<file path="config.mk">
export PLATFORM = sky130hd
export DESIGN_NAME = wdg_top
export DESIGN_NICKNAME = d
export VERILOG_FILES = /design/src/hdl/wdg_sync.v /design/src/hdl/wdg_ticker.v /design/src/hdl/wdg_top.v
export VERILOG_INCLUDE_DIRS = /design/src /design/src/hdl
export SDC_FILE = /design/constraint.sdc
export NUM_CORES = 1
export LEC_CHECK = 0
export BUFFER_PORTS_ARGS = -buffer_cell sky130_fd_sc_hd__buf_4
export CAP_MARGIN = 10
export CORE_MARGIN = 5
export CORE_UTILIZATION = 50
export DETAILED_ROUTE_END_ITERATION = 10
export PLACE_DENSITY = 0.8
export SYNTH_ARGS = -nofsm -noshare
export SYNTH_HDL_FRONTEND = slang
export SYNTH_HIERARCHICAL = 1
export SYNTH_SLANG_ARGS = --single-unit
</file>
<file path="constraint.sdc">
create_clock -name I_REF_CLK -period 10 [get_ports I_REF_CLK]
set_input_delay 0 -clock I_REF_CLK [delete_from_list [all_inputs] [get_ports I_REF_CLK]]
set_output_delay 0 -clock I_REF_CLK [all_outputs]
set_load 0.005 [all_outputs]
</file>
<file path="src/hdl/wdg_defines.vh">
// register map, field positions and counts of the watchdog block
`ifndef WDG_DEFINES_VH
`define WDG_DEFINES_VH

`define WDG_ADDR_W 12
`define WDG_CTRL_ADDR 12'h000
`define WDG_CAUSE_ADDR 12'h004
`define WDG_RESTART_ADDR 12'h008

`define WDG_CTRL_IRQ_FLAG 7
`define WDG_CTRL_IRQ_EN 6
`define WDG_CTRL_PERIOD_HI 5
`define WDG_CTRL_UNLOCK 4
`define WDG_CTRL_RESET_EN 3
`define WDG_CTRL_PERIOD_LO_MSB 2
`define WDG_CAUSE_RESET_FLAG 3

`define WDG_PERIOD_RESET 4'h0
`define WDG_PERIOD_MAX 4'h9
`define WDG_BASE_CYCLES 20'h00800
`define WDG_COUNT_W 20
`define WDG_UNLOCK_CYCLES 3'h4

`define WDG_RESET_VECTOR 12'h000
`define WDG_TIMEOUT_VECTOR 12'h006

`endif

</file>
<file path="src/hdl/wdg_sync.v">
// two-flop synchroniser for the oscillator and fuse pins
`timescale 1ns/1ps
module wdg_sync
(
   input wire clk,         // system clock
   input wire rst_n,       // async reset, active low
   input wire [1:0] d_in,  // asynchronous levels
   output wire [1:0] q_out // synchronised levels
);
   reg [1:0] meta_reg;
   reg [1:0] sync_reg;

   always @(posedge clk or negedge rst_n)
   begin
      if (!rst_n)
      begin
         meta_reg <= 2'h0;
         sync_reg <= 2'h0;
      end
      else
      begin
         meta_reg <= d_in;
         sync_reg <= meta_reg;
      end
   end

   assign q_out = sync_reg;
endmodule

</file>
<file path="src/hdl/wdg_ticker.v">
// counts watchdog oscillator cycles and flags the selected time-out
`timescale 1ns/1ps
`include "wdg_defines.vh"
module wdg_ticker
#(
   parameter [`WDG_COUNT_W-1:0] BASE_CYCLES = `WDG_BASE_CYCLES
)
(
   input wire clk,          // system clock
   input wire rst_n,        // async reset, active low
   input wire osc_lvl,      // synchronised oscillator level
   input wire run,          // watchdog not stopped
   input wire restart,      // restart count from zero
   input wire [3:0] period, // period select code
   output reg timeout       // one-cycle time-out pulse
);
   reg osc_prev_reg;
   reg [`WDG_COUNT_W-1:0] count_reg;
   wire osc_tick;
   wire [`WDG_COUNT_W-1:0] last;

   // last count value before time-out; reserved codes never expire
   function [`WDG_COUNT_W-1:0] last_count;
      input [3:0] code;
      begin
         if (code > `WDG_PERIOD_MAX)
            last_count = {`WDG_COUNT_W{1'b1}};
         else
            last_count = (BASE_CYCLES << code) - 1'b1;
      end
   endfunction

   assign osc_tick = osc_lvl & ~osc_prev_reg;
   assign last = last_count(period);

   always @(posedge clk or negedge rst_n)
   begin
      if (!rst_n)
      begin
         osc_prev_reg <= 1'b0;
         count_reg <= {`WDG_COUNT_W{1'b0}};
         timeout <= 1'b0;
      end
      else
      begin
         osc_prev_reg <= osc_lvl;
         timeout <= 1'b0;
         if (restart || !run)
            count_reg <= {`WDG_COUNT_W{1'b0}};
         else if (osc_tick)
         begin
            if (count_reg >= last && period <= `WDG_PERIOD_MAX)
            begin
               count_reg <= {`WDG_COUNT_W{1'b0}};
               timeout <= 1'b1;
            end
            else
               count_reg <= count_reg + 1'b1;
         end
      end
   end
endmodule

</file>
<file path="src/hdl/wdg_top.v">
// watchdog control, reset cause flag and time-out actions with APB slave
//
// The register offsets and the APB slave port are this design's own decisions.
`timescale 1ns/1ps
`include "wdg_defines.vh"
module wdg_top
#(
   parameter [`WDG_COUNT_W-1:0] WD_BASE_CYCLES = `WDG_BASE_CYCLES
)
(
   input wire I_REF_CLK,                     // 125 MHz system clock
   input wire I_RESET_N,                     // power-on reset, active low
   input wire I_PSEL,                        // apb select
   input wire I_PENABLE,                     // apb access phase
   input wire I_PWRITE,                      // apb direction, high for write
   input wire [`WDG_ADDR_W-1:0] I_PADDR,     // apb byte address
   input wire [31:0] I_PWDATA,               // apb write data
   output wire O_PREADY,                     // apb ready
   output wire O_PSLVERR,                    // apb error on unmapped address
   output wire [31:0] O_PRDATA,              // apb read data
   input wire I_WD_OSC,                      // watchdog oscillator pin
   input wire I_ALWAYS_ON_FUSE,              // wd_always_on_fuse, high = programmed
   input wire I_TIMEOUT_VECTOR_ACK,          // cpu executes the time-out vector
   output wire O_WD_IRQ,                     // time-out interrupt request
   output wire O_SYS_RESET,                  // watchdog system reset pulse
   output wire [`WDG_ADDR_W-1:0] O_RESET_VECTOR,  // start address after reset
   output wire [`WDG_ADDR_W-1:0] O_TIMEOUT_VECTOR // wd_timeout_vector address
);
   reg irq_flag_reg;
   reg irq_flag_next;
   reg irq_en_reg;
   reg irq_en_next;
   reg reset_en_reg;
   reg reset_en_next;
   reg [3:0] period_reg;
   reg [3:0] period_next;
   reg unlock_reg;
   reg unlock_next;
   reg [2:0] unlock_cnt_reg;
   reg [2:0] unlock_cnt_next;
   reg reset_flag_reg;
   reg reset_flag_next;
   reg sys_reset_reg;
   reg [31:0] prdata_reg;
   reg [31:0] rd_value;
   reg [`WDG_ADDR_W-1:0] reset_vec_reg;
   reg [`WDG_ADDR_W-1:0] timeout_vec_reg;
   reg [1:0] wd_mode;
   reg act_reset;
   reg act_irq;

   wire [1:0] sync_q;
   wire osc_lvl;
   wire fuse_on;
   wire timeout;
   wire access;
   wire wr_ctrl;
   wire wr_cause;
   wire wr_restart;
   wire mapped;
   wire reset_en_eff;
   wire running;
   wire fire_reset;
   wire fire_irq;
   wire [7:0] ctrl_view;
   wire [3:0] wr_period;
   wire [1:0] reg_hit;

   // timing modes of the watchdog, reset enable in the high bit
   localparam [1:0] MODE_STOPPED = 2'b00;
   localparam [1:0] MODE_IRQ = 2'b01;
   localparam [1:0] MODE_RESET = 2'b10;
   localparam [1:0] MODE_BOTH = 2'b11;

   // register index behind an address; none for unmapped offsets
   localparam [1:0] HIT_NONE = 2'b00;
   localparam [1:0] HIT_CTRL = 2'b01;
   localparam [1:0] HIT_CAUSE = 2'b10;
   localparam [1:0] HIT_RESTART = 2'b11;

   function [1:0] reg_index;
      input [`WDG_ADDR_W-1:0] addr;
      begin
         case (addr)
            `WDG_CTRL_ADDR:
               reg_index = HIT_CTRL;
            `WDG_CAUSE_ADDR:
               reg_index = HIT_CAUSE;
            `WDG_RESTART_ADDR:
               reg_index = HIT_RESTART;
            default:
               reg_index = HIT_NONE;
         endcase
      end
   endfunction

   // both pins are asynchronous to the system clock
   wdg_sync u_sync
   (
      .clk(I_REF_CLK),
      .rst_n(I_RESET_N),
      .d_in({I_ALWAYS_ON_FUSE, I_WD_OSC}),
      .q_out(sync_q)
   );
   assign osc_lvl = sync_q[0];
   assign fuse_on = sync_q[1];

   assign access = I_PSEL & I_PENABLE;
   assign reg_hit = reg_index(I_PADDR);
   assign mapped = (reg_hit != HIT_NONE);
   assign wr_ctrl = access & I_PWRITE & (reg_hit == HIT_CTRL);
   assign wr_cause = access & I_PWRITE & (reg_hit == HIT_CAUSE);
   assign wr_restart = access & I_PWRITE & (reg_hit == HIT_RESTART);

   // period field from bit 5 and bits 2:0
   assign wr_period = {I_PWDATA[`WDG_CTRL_PERIOD_HI], I_PWDATA[`WDG_CTRL_PERIOD_LO_MSB:0]};

   assign reset_en_eff = reset_en_reg | reset_flag_reg | fuse_on;

   // enables pick the mode
   // the fuse wins so that software cannot leave reset mode at all
   always @*
   begin
      if (fuse_on)
         wd_mode = MODE_RESET;
      else
         wd_mode = {reset_en_eff, irq_en_reg};
   end
   assign running = (wd_mode != MODE_STOPPED);

   // mode decides time-out action
   // in MODE_BOTH a second time-out with the interrupt still pending falls through to reset
   always @*
   begin
      act_reset = 1'b0;
      act_irq = 1'b0;
      case (wd_mode)
         MODE_IRQ:
            act_irq = 1'b1;
         MODE_RESET:
            act_reset = 1'b1;
         MODE_BOTH:
         begin
            act_reset = irq_flag_reg;
            act_irq = ~irq_flag_reg;
         end
         default:
         begin
            act_reset = 1'b0;
            act_irq = 1'b0;
         end
      endcase
   end
   assign fire_reset = timeout & act_reset;
   assign fire_irq = timeout & act_irq;

   assign ctrl_view = {irq_flag_reg, irq_en_reg, period_reg[3], unlock_reg,
      reset_en_eff, period_reg[2:0]};

   wdg_ticker #(.BASE_CYCLES(WD_BASE_CYCLES)) u_ticker
   (
      .clk(I_REF_CLK),
      .rst_n(I_RESET_N),
      .osc_lvl(osc_lvl),
      .run(running),
      .restart(wr_restart | fire_reset),
      .period(period_reg),
      .timeout(timeout)
   );

   always @*
   begin
      irq_flag_next = irq_flag_reg;
      irq_en_next = irq_en_reg;
      reset_en_next = reset_en_reg;
      period_next = period_reg;
      unlock_next = unlock_reg;
      unlock_cnt_next = unlock_cnt_reg;
      reset_flag_next = reset_flag_reg;

      // unlock window expires on its own
      if (unlock_reg)
      begin
         if (unlock_cnt_reg == 3'h1)
            unlock_next = 1'b0;
         unlock_cnt_next = unlock_cnt_reg - 3'h1;
      end

      if (wr_ctrl)
      begin
         irq_en_next = I_PWDATA[`WDG_CTRL_IRQ_EN];
         if (I_PWDATA[`WDG_CTRL_RESET_EN])
            reset_en_next = 1'b1;
         // clear or period change only when unlocked
         // reserved period codes are stored but never expire
         if (unlock_reg)
         begin
            reset_en_next = I_PWDATA[`WDG_CTRL_RESET_EN];
            period_next = wr_period;
         end
         if (I_PWDATA[`WDG_CTRL_UNLOCK] && I_PWDATA[`WDG_CTRL_RESET_EN])
         begin
            unlock_next = 1'b1;
            unlock_cnt_next = `WDG_UNLOCK_CYCLES;
         end
         else
            unlock_next = 1'b0;
      end

      // vector or write of one clears
      if (I_TIMEOUT_VECTOR_ACK || (wr_ctrl && I_PWDATA[`WDG_CTRL_IRQ_FLAG]))
         irq_flag_next = 1'b0;
      if (I_TIMEOUT_VECTOR_ACK && reset_en_eff)
         irq_en_next = 1'b0;
      if (fire_irq)
         irq_flag_next = 1'b1;

      if (wr_cause && !I_PWDATA[`WDG_CAUSE_RESET_FLAG])
         reset_flag_next = 1'b0;

      // watchdog reset sets flag
      // control returns to its reset values; enable stays forced via the flag
      if (fire_reset)
      begin
         reset_flag_next = 1'b1;
         irq_flag_next = 1'b0;
         irq_en_next = 1'b0;
         reset_en_next = 1'b0;
         period_next = `WDG_PERIOD_RESET;
         unlock_next = 1'b0;
         unlock_cnt_next = 3'h0;
      end
   end

   always @*
   begin
      rd_value = 32'h0;
      case (reg_hit)
         HIT_CTRL:
            rd_value = {24'h0, ctrl_view};
         HIT_CAUSE:
            rd_value = {28'h0, reset_flag_reg, 3'h0};
         default:
            rd_value = 32'h0;
      endcase
   end

   always @(posedge I_REF_CLK or negedge I_RESET_N)
   begin
      if (!I_RESET_N)
      begin
         irq_flag_reg <= 1'b0;
         irq_en_reg <= 1'b0;
         reset_en_reg <= 1'b0;
         period_reg <= `WDG_PERIOD_RESET;
         unlock_reg <= 1'b0;
         unlock_cnt_reg <= 3'h0;
         reset_flag_reg <= 1'b0;
         sys_reset_reg <= 1'b0;
         prdata_reg <= 32'h0;
         reset_vec_reg <= `WDG_RESET_VECTOR;
         timeout_vec_reg <= `WDG_TIMEOUT_VECTOR;
      end
      else
      begin
         irq_flag_reg <= irq_flag_next;
         irq_en_reg <= irq_en_next;
         reset_en_reg <= reset_en_next;
         period_reg <= period_next;
         unlock_reg <= unlock_next;
         unlock_cnt_reg <= unlock_cnt_next;
         reset_flag_reg <= reset_flag_next;
         // reset pulse, start at vector 0x000
         sys_reset_reg <= fire_reset;
         reset_vec_reg <= `WDG_RESET_VECTOR;
         timeout_vec_reg <= `WDG_TIMEOUT_VECTOR;
         // read data is caught in the setup cycle so it leaves a flop
         if (I_PSEL && !I_PENABLE)
            prdata_reg <= rd_value;
      end
   end

   assign O_PREADY = 1'b1;
   assign O_PSLVERR = access & ~mapped;
   assign O_PRDATA = prdata_reg;
   assign O_WD_IRQ = irq_flag_reg & irq_en_reg;
   assign O_SYS_RESET = sys_reset_reg;
   assign O_RESET_VECTOR = reset_vec_reg;
   assign O_TIMEOUT_VECTOR = timeout_vec_reg;
endmodule
</file>
==> impl_metrics.py <==
metrics = {
    "worst_setup_path": {
        "crit_chain": "nor4_1 -> inv_1 -> ha_1 -> nor2b_1 -> a21oi_1 -> a31oi_1 -> nor2_1 -> o32ai_1 -> ha_1 -> nand2_1 -> nor4_1 -> a221oi_2 -> o31ai_4 -> nor2_1",
        "worst_ep_required_time_ps": 10160,
        "crit_type": "reg -> reg",
        "cp_top_family": "simple AND/OR/NAND/NOR gates",
        "crit_buf_inv": 1,
        "end_kind": "flip-flop",
        "cp_data_arrival_time_ps": 3930,
        "ff2ff_path_depth": 14,
        "slowest_stage": "o31ai_4",
        "cp_max_fo": 16,
        "cp_num_cells": 14,
        "slowest_delay_ps": 630,
        "cp-start-kind": "flip-flop",
    },
    "yosys": {
        "synthArstFlopShare": 1.000,
        "synth_area_per_cell_um2": 9.204,
        "synth_seq_area_share": 0.3758,
        "yosysTopAreaCellShare": 0.3758,
        "synth-seq-cells": 47,
        "syn_inst": 340,
        "synthFlopType": "dfrtp_1",
        "ys_top_cells_by_area": "dfrtp_1 (38%), buf_4 (12%), ha_1 (6.8%), nand2_1 (4.7%), nor2_1 (4.6%)",
        "synth_edf_count": 0,
        "yosysWarnings": 6,
        "yosysTopAreaCell": "dfrtp_1",
        "ys_types": 51,
        "syn_area_um2": 3129,
    },
    "timing": {
        "hold_viol_final": 0,
        "timing.setup.tns_ps": 0,
        "worstMarginPinSlew_ps": 671.3,
        "report.final.slew_viol_count": 0,
        "holdWs_ps": 15.96,
        "finalCritPeriodShare": 0.3774,
        "setup-violations-final": 0,
        "post-route-min-period_ps": 3774,
        "fmax_ghz": 0.2650,
        "skew_ps": 6.702,
        "rsz0062_at_grt": "no",
        "fin_ws_ps": 6226,
        "max_slew_margin": 0.5525,
    },
    "outcome": {
        "outcome": "complete, no violations",
    },
    "global_routing": {
        "antenna_found_initial": 0,
        "grt_pass1_wl_um": 9749,
        "grt_pass1_vias": 2208,
        "grt_overflow_total": 0,
        "grtUsageTotal": 0.1562,
        "grt_max_degree": 48,
    },
    "cts": {
        "cts_setup_buffers": 0,
        "cts-resized-gates": 0,
        "cts-root-buf": "clkbuf_8",
        "numCtsBuffers": 5,
        "cts_buffer_depth": 2,
        "clk_latency_ps": 300,
        "clk_pin_slew_ps": 90,
        "cts.sinks": 47,
        "cts_max_level": 2,
        "cts_tree": "yes",
    },
    "power_and_ir_drop": {
        "powerDensity_nw_per_um2": 100.0,
        "total_power_mw": 0.3463,
        "switching_share": 0.2286,
        "switchingPower_mw": 0.07919,
        "p_seq_frac": 0.556,
        "p_comb_frac": 0.084,
        "power.internal_mw": 0.2672,
        "p_leak_nw": 1.620,
        "power_frac_clock": 0.360,
        "ir_worst_vdd_mv": 0.05521,
    },
    "place": {
        "place_ws_ps": 6248,
        "placement.io_buffers": 38,
        "hpwl_um": 4369,
        "gpl.final_weighted_congestion": 0.7684,
    },
    "floorplanning": {
        "io_pins": 112,
        "fp.dieH_um": 89.11,
        "row_count": 28,
        "die-area_um2": 7941,
        "die_w_um": 89.11,
        "fp.coreArea_um2": 5991,
        "start_util": 0.5223,
    },
    "route": {
        "totalWireLength_um": 5952,
        "wire_per_inst_um": 12.94,
        "drcViolationCount": 0,
        "via_per_inst": 5.037,
        "drtPass1Iterations": 5,
        "vias": 2317,
        "drtIter0Drc": 56,
        "ant_nets": 0,
    },
    "run": {
        "max-cap-violations": 0,
    },
    "layout": {
        "area_growth_syn_to_layout_pct": 10.64,
        "diodes": 0,
        "drive_gt1_frac": 0.1610,
        "largest_reg_flops": 20,
        "nets": 453,
    },
    "hold_path": {
        "min_path_cells": 3,
        "hp-class": "in -> reg",
    },
}
==> synth_stat cells (all sizes together) (6+ instances only) <==
library cell / instances
nor3: 9
o21ai: 13
a21oi: 13
and3: 8
inv: 8
xnor2: 6
ha: 17
nand4: 6
nand2: 39
buf: 54
xor2: 13
nand3: 11
dfrtp: 47
nor2: 38
==> layer usage <==
metal / routed length, µm / part of all wire / GRT usage / vias to the layer above
met5: 0 / 0 / 0 / -
met4: 56 / 0.0094 / 0.04060 / 0
met3: 385 / 0.065 / 0.04240 / 6
met2: 3048 / 0.51 / 0.2739 / 61
met1: 2462 / 0.41 / 0.1893 / 1103
li1: - / - / - / 1147
==> cell families after synthesis <==
group,share of synthesized area
XOR/XNOR,0.05318
other,0.002400
AO/OA/AOI/OAI,0.1208
buffers and inverters,0.1479
flip-flops,0.3759
adder cells (fa/ha/maj),0.06797
AND/OR/NAND/NOR,0.2159
multiplexers,0.01599
==> cell usage in the layout, fill, tap and decap left out, types with 7 or more instances in the layout <==
| cell type | netlist | final |
|---|---|---|
| ha_1 | 17 | 17 |
| nand2_1 | 39 | 39 |
| clkbuf_8 | 0 | 7 |
| buf_4 | 50 | 38 |
| nor2_1 | 38 | 38 |
| o21ai_0 | 13 | 13 |
| dlygate4sd3_1 | 0 | 11 |
| a21oi_1 | 12 | 12 |
| nor3_1 | 9 | 9 |
| conb_1 | 2 | 49 |
| xor2_1 | 13 | 13 |
| nand3_1 | 10 | 10 |
| dfrtp_1 | 47 | 47 |
| inv_1 | 8 | 8 |
==> per-stage QoR <==
step,cell area (µm²),util,std cells
global placement,3252,0.5428,441
floorplan,3306,-,387
detailed placement,3252,0.5428,441
finish,3462,0.5779,460
global route,3462,0.5779,460
CTS,3462,0.5779,460
==> worst reg2reg max path: cells and delay by family, from the launching register on <==
kind | cells | cell delay (ps)
AND/OR/NAND/NOR | 6 | 1350
AO/OA/AOI/OAI | 5 | 1080
adder cells (fa/ha/maj) | 2 | 570
flip-flops | 1 | 500
buffers and inverters | 1 | 100
==> repair_timing <==
action | in CTS | in global routing
endpoints found under the setup margin | 0 | 0
endpoints found under the hold margin | 57 | 0
hold buffers | 11 | 0
==> final timing paths <==
kind                                    start               endpoint  slack, ps
hold reg to reg            u_sync/meta_reg[1]        u_sync/q_out[1]        350
hold / removal                    I_PWDATA[7]           irq_flag_reg         20
setup / recovery                period_reg[1]  u_ticker/count_reg[8]       6230
min in group asynchronous           I_RESET_N      unlock_cnt_reg[1]        240
max in group asynchronous           I_RESET_N  u_ticker/count_reg[5]       9360
setup reg to reg                period_reg[1]  u_ticker/count_reg[8]       6230
==> final cells by class <==
| cell class | count | area [µm²] |
|---|---|---|
| Clock buffer | 8 | 100.1 |
| Fill cell | 532 | 2529 |
| Inverter | 8 | 30.03 |
| Multi-Input combinational cell | 273 | 1667 |
| Sequential cell | 47 | 1176 |
| Tap cell | 75 | 93.84 |
| Timing Repair Buffer | 49 | 395.4 |
==> power by group through the flow <==
stage / Combinational (mW) / Clock (mW) / Sequential [mW]
final: 0.0292 / 0.125 / 0.193
after global routing: 0.0333 / 0.137 / 0.193
after floorplan: 0.0259 / 0 / 0.196
after global placement: 0.0248 / 0 / 0.196
after detailed placement: 0.0254 / 0 / 0.196
after CTS: 0.0289 / 0.130 / 0.193
(Power assumes the default switching activity.)
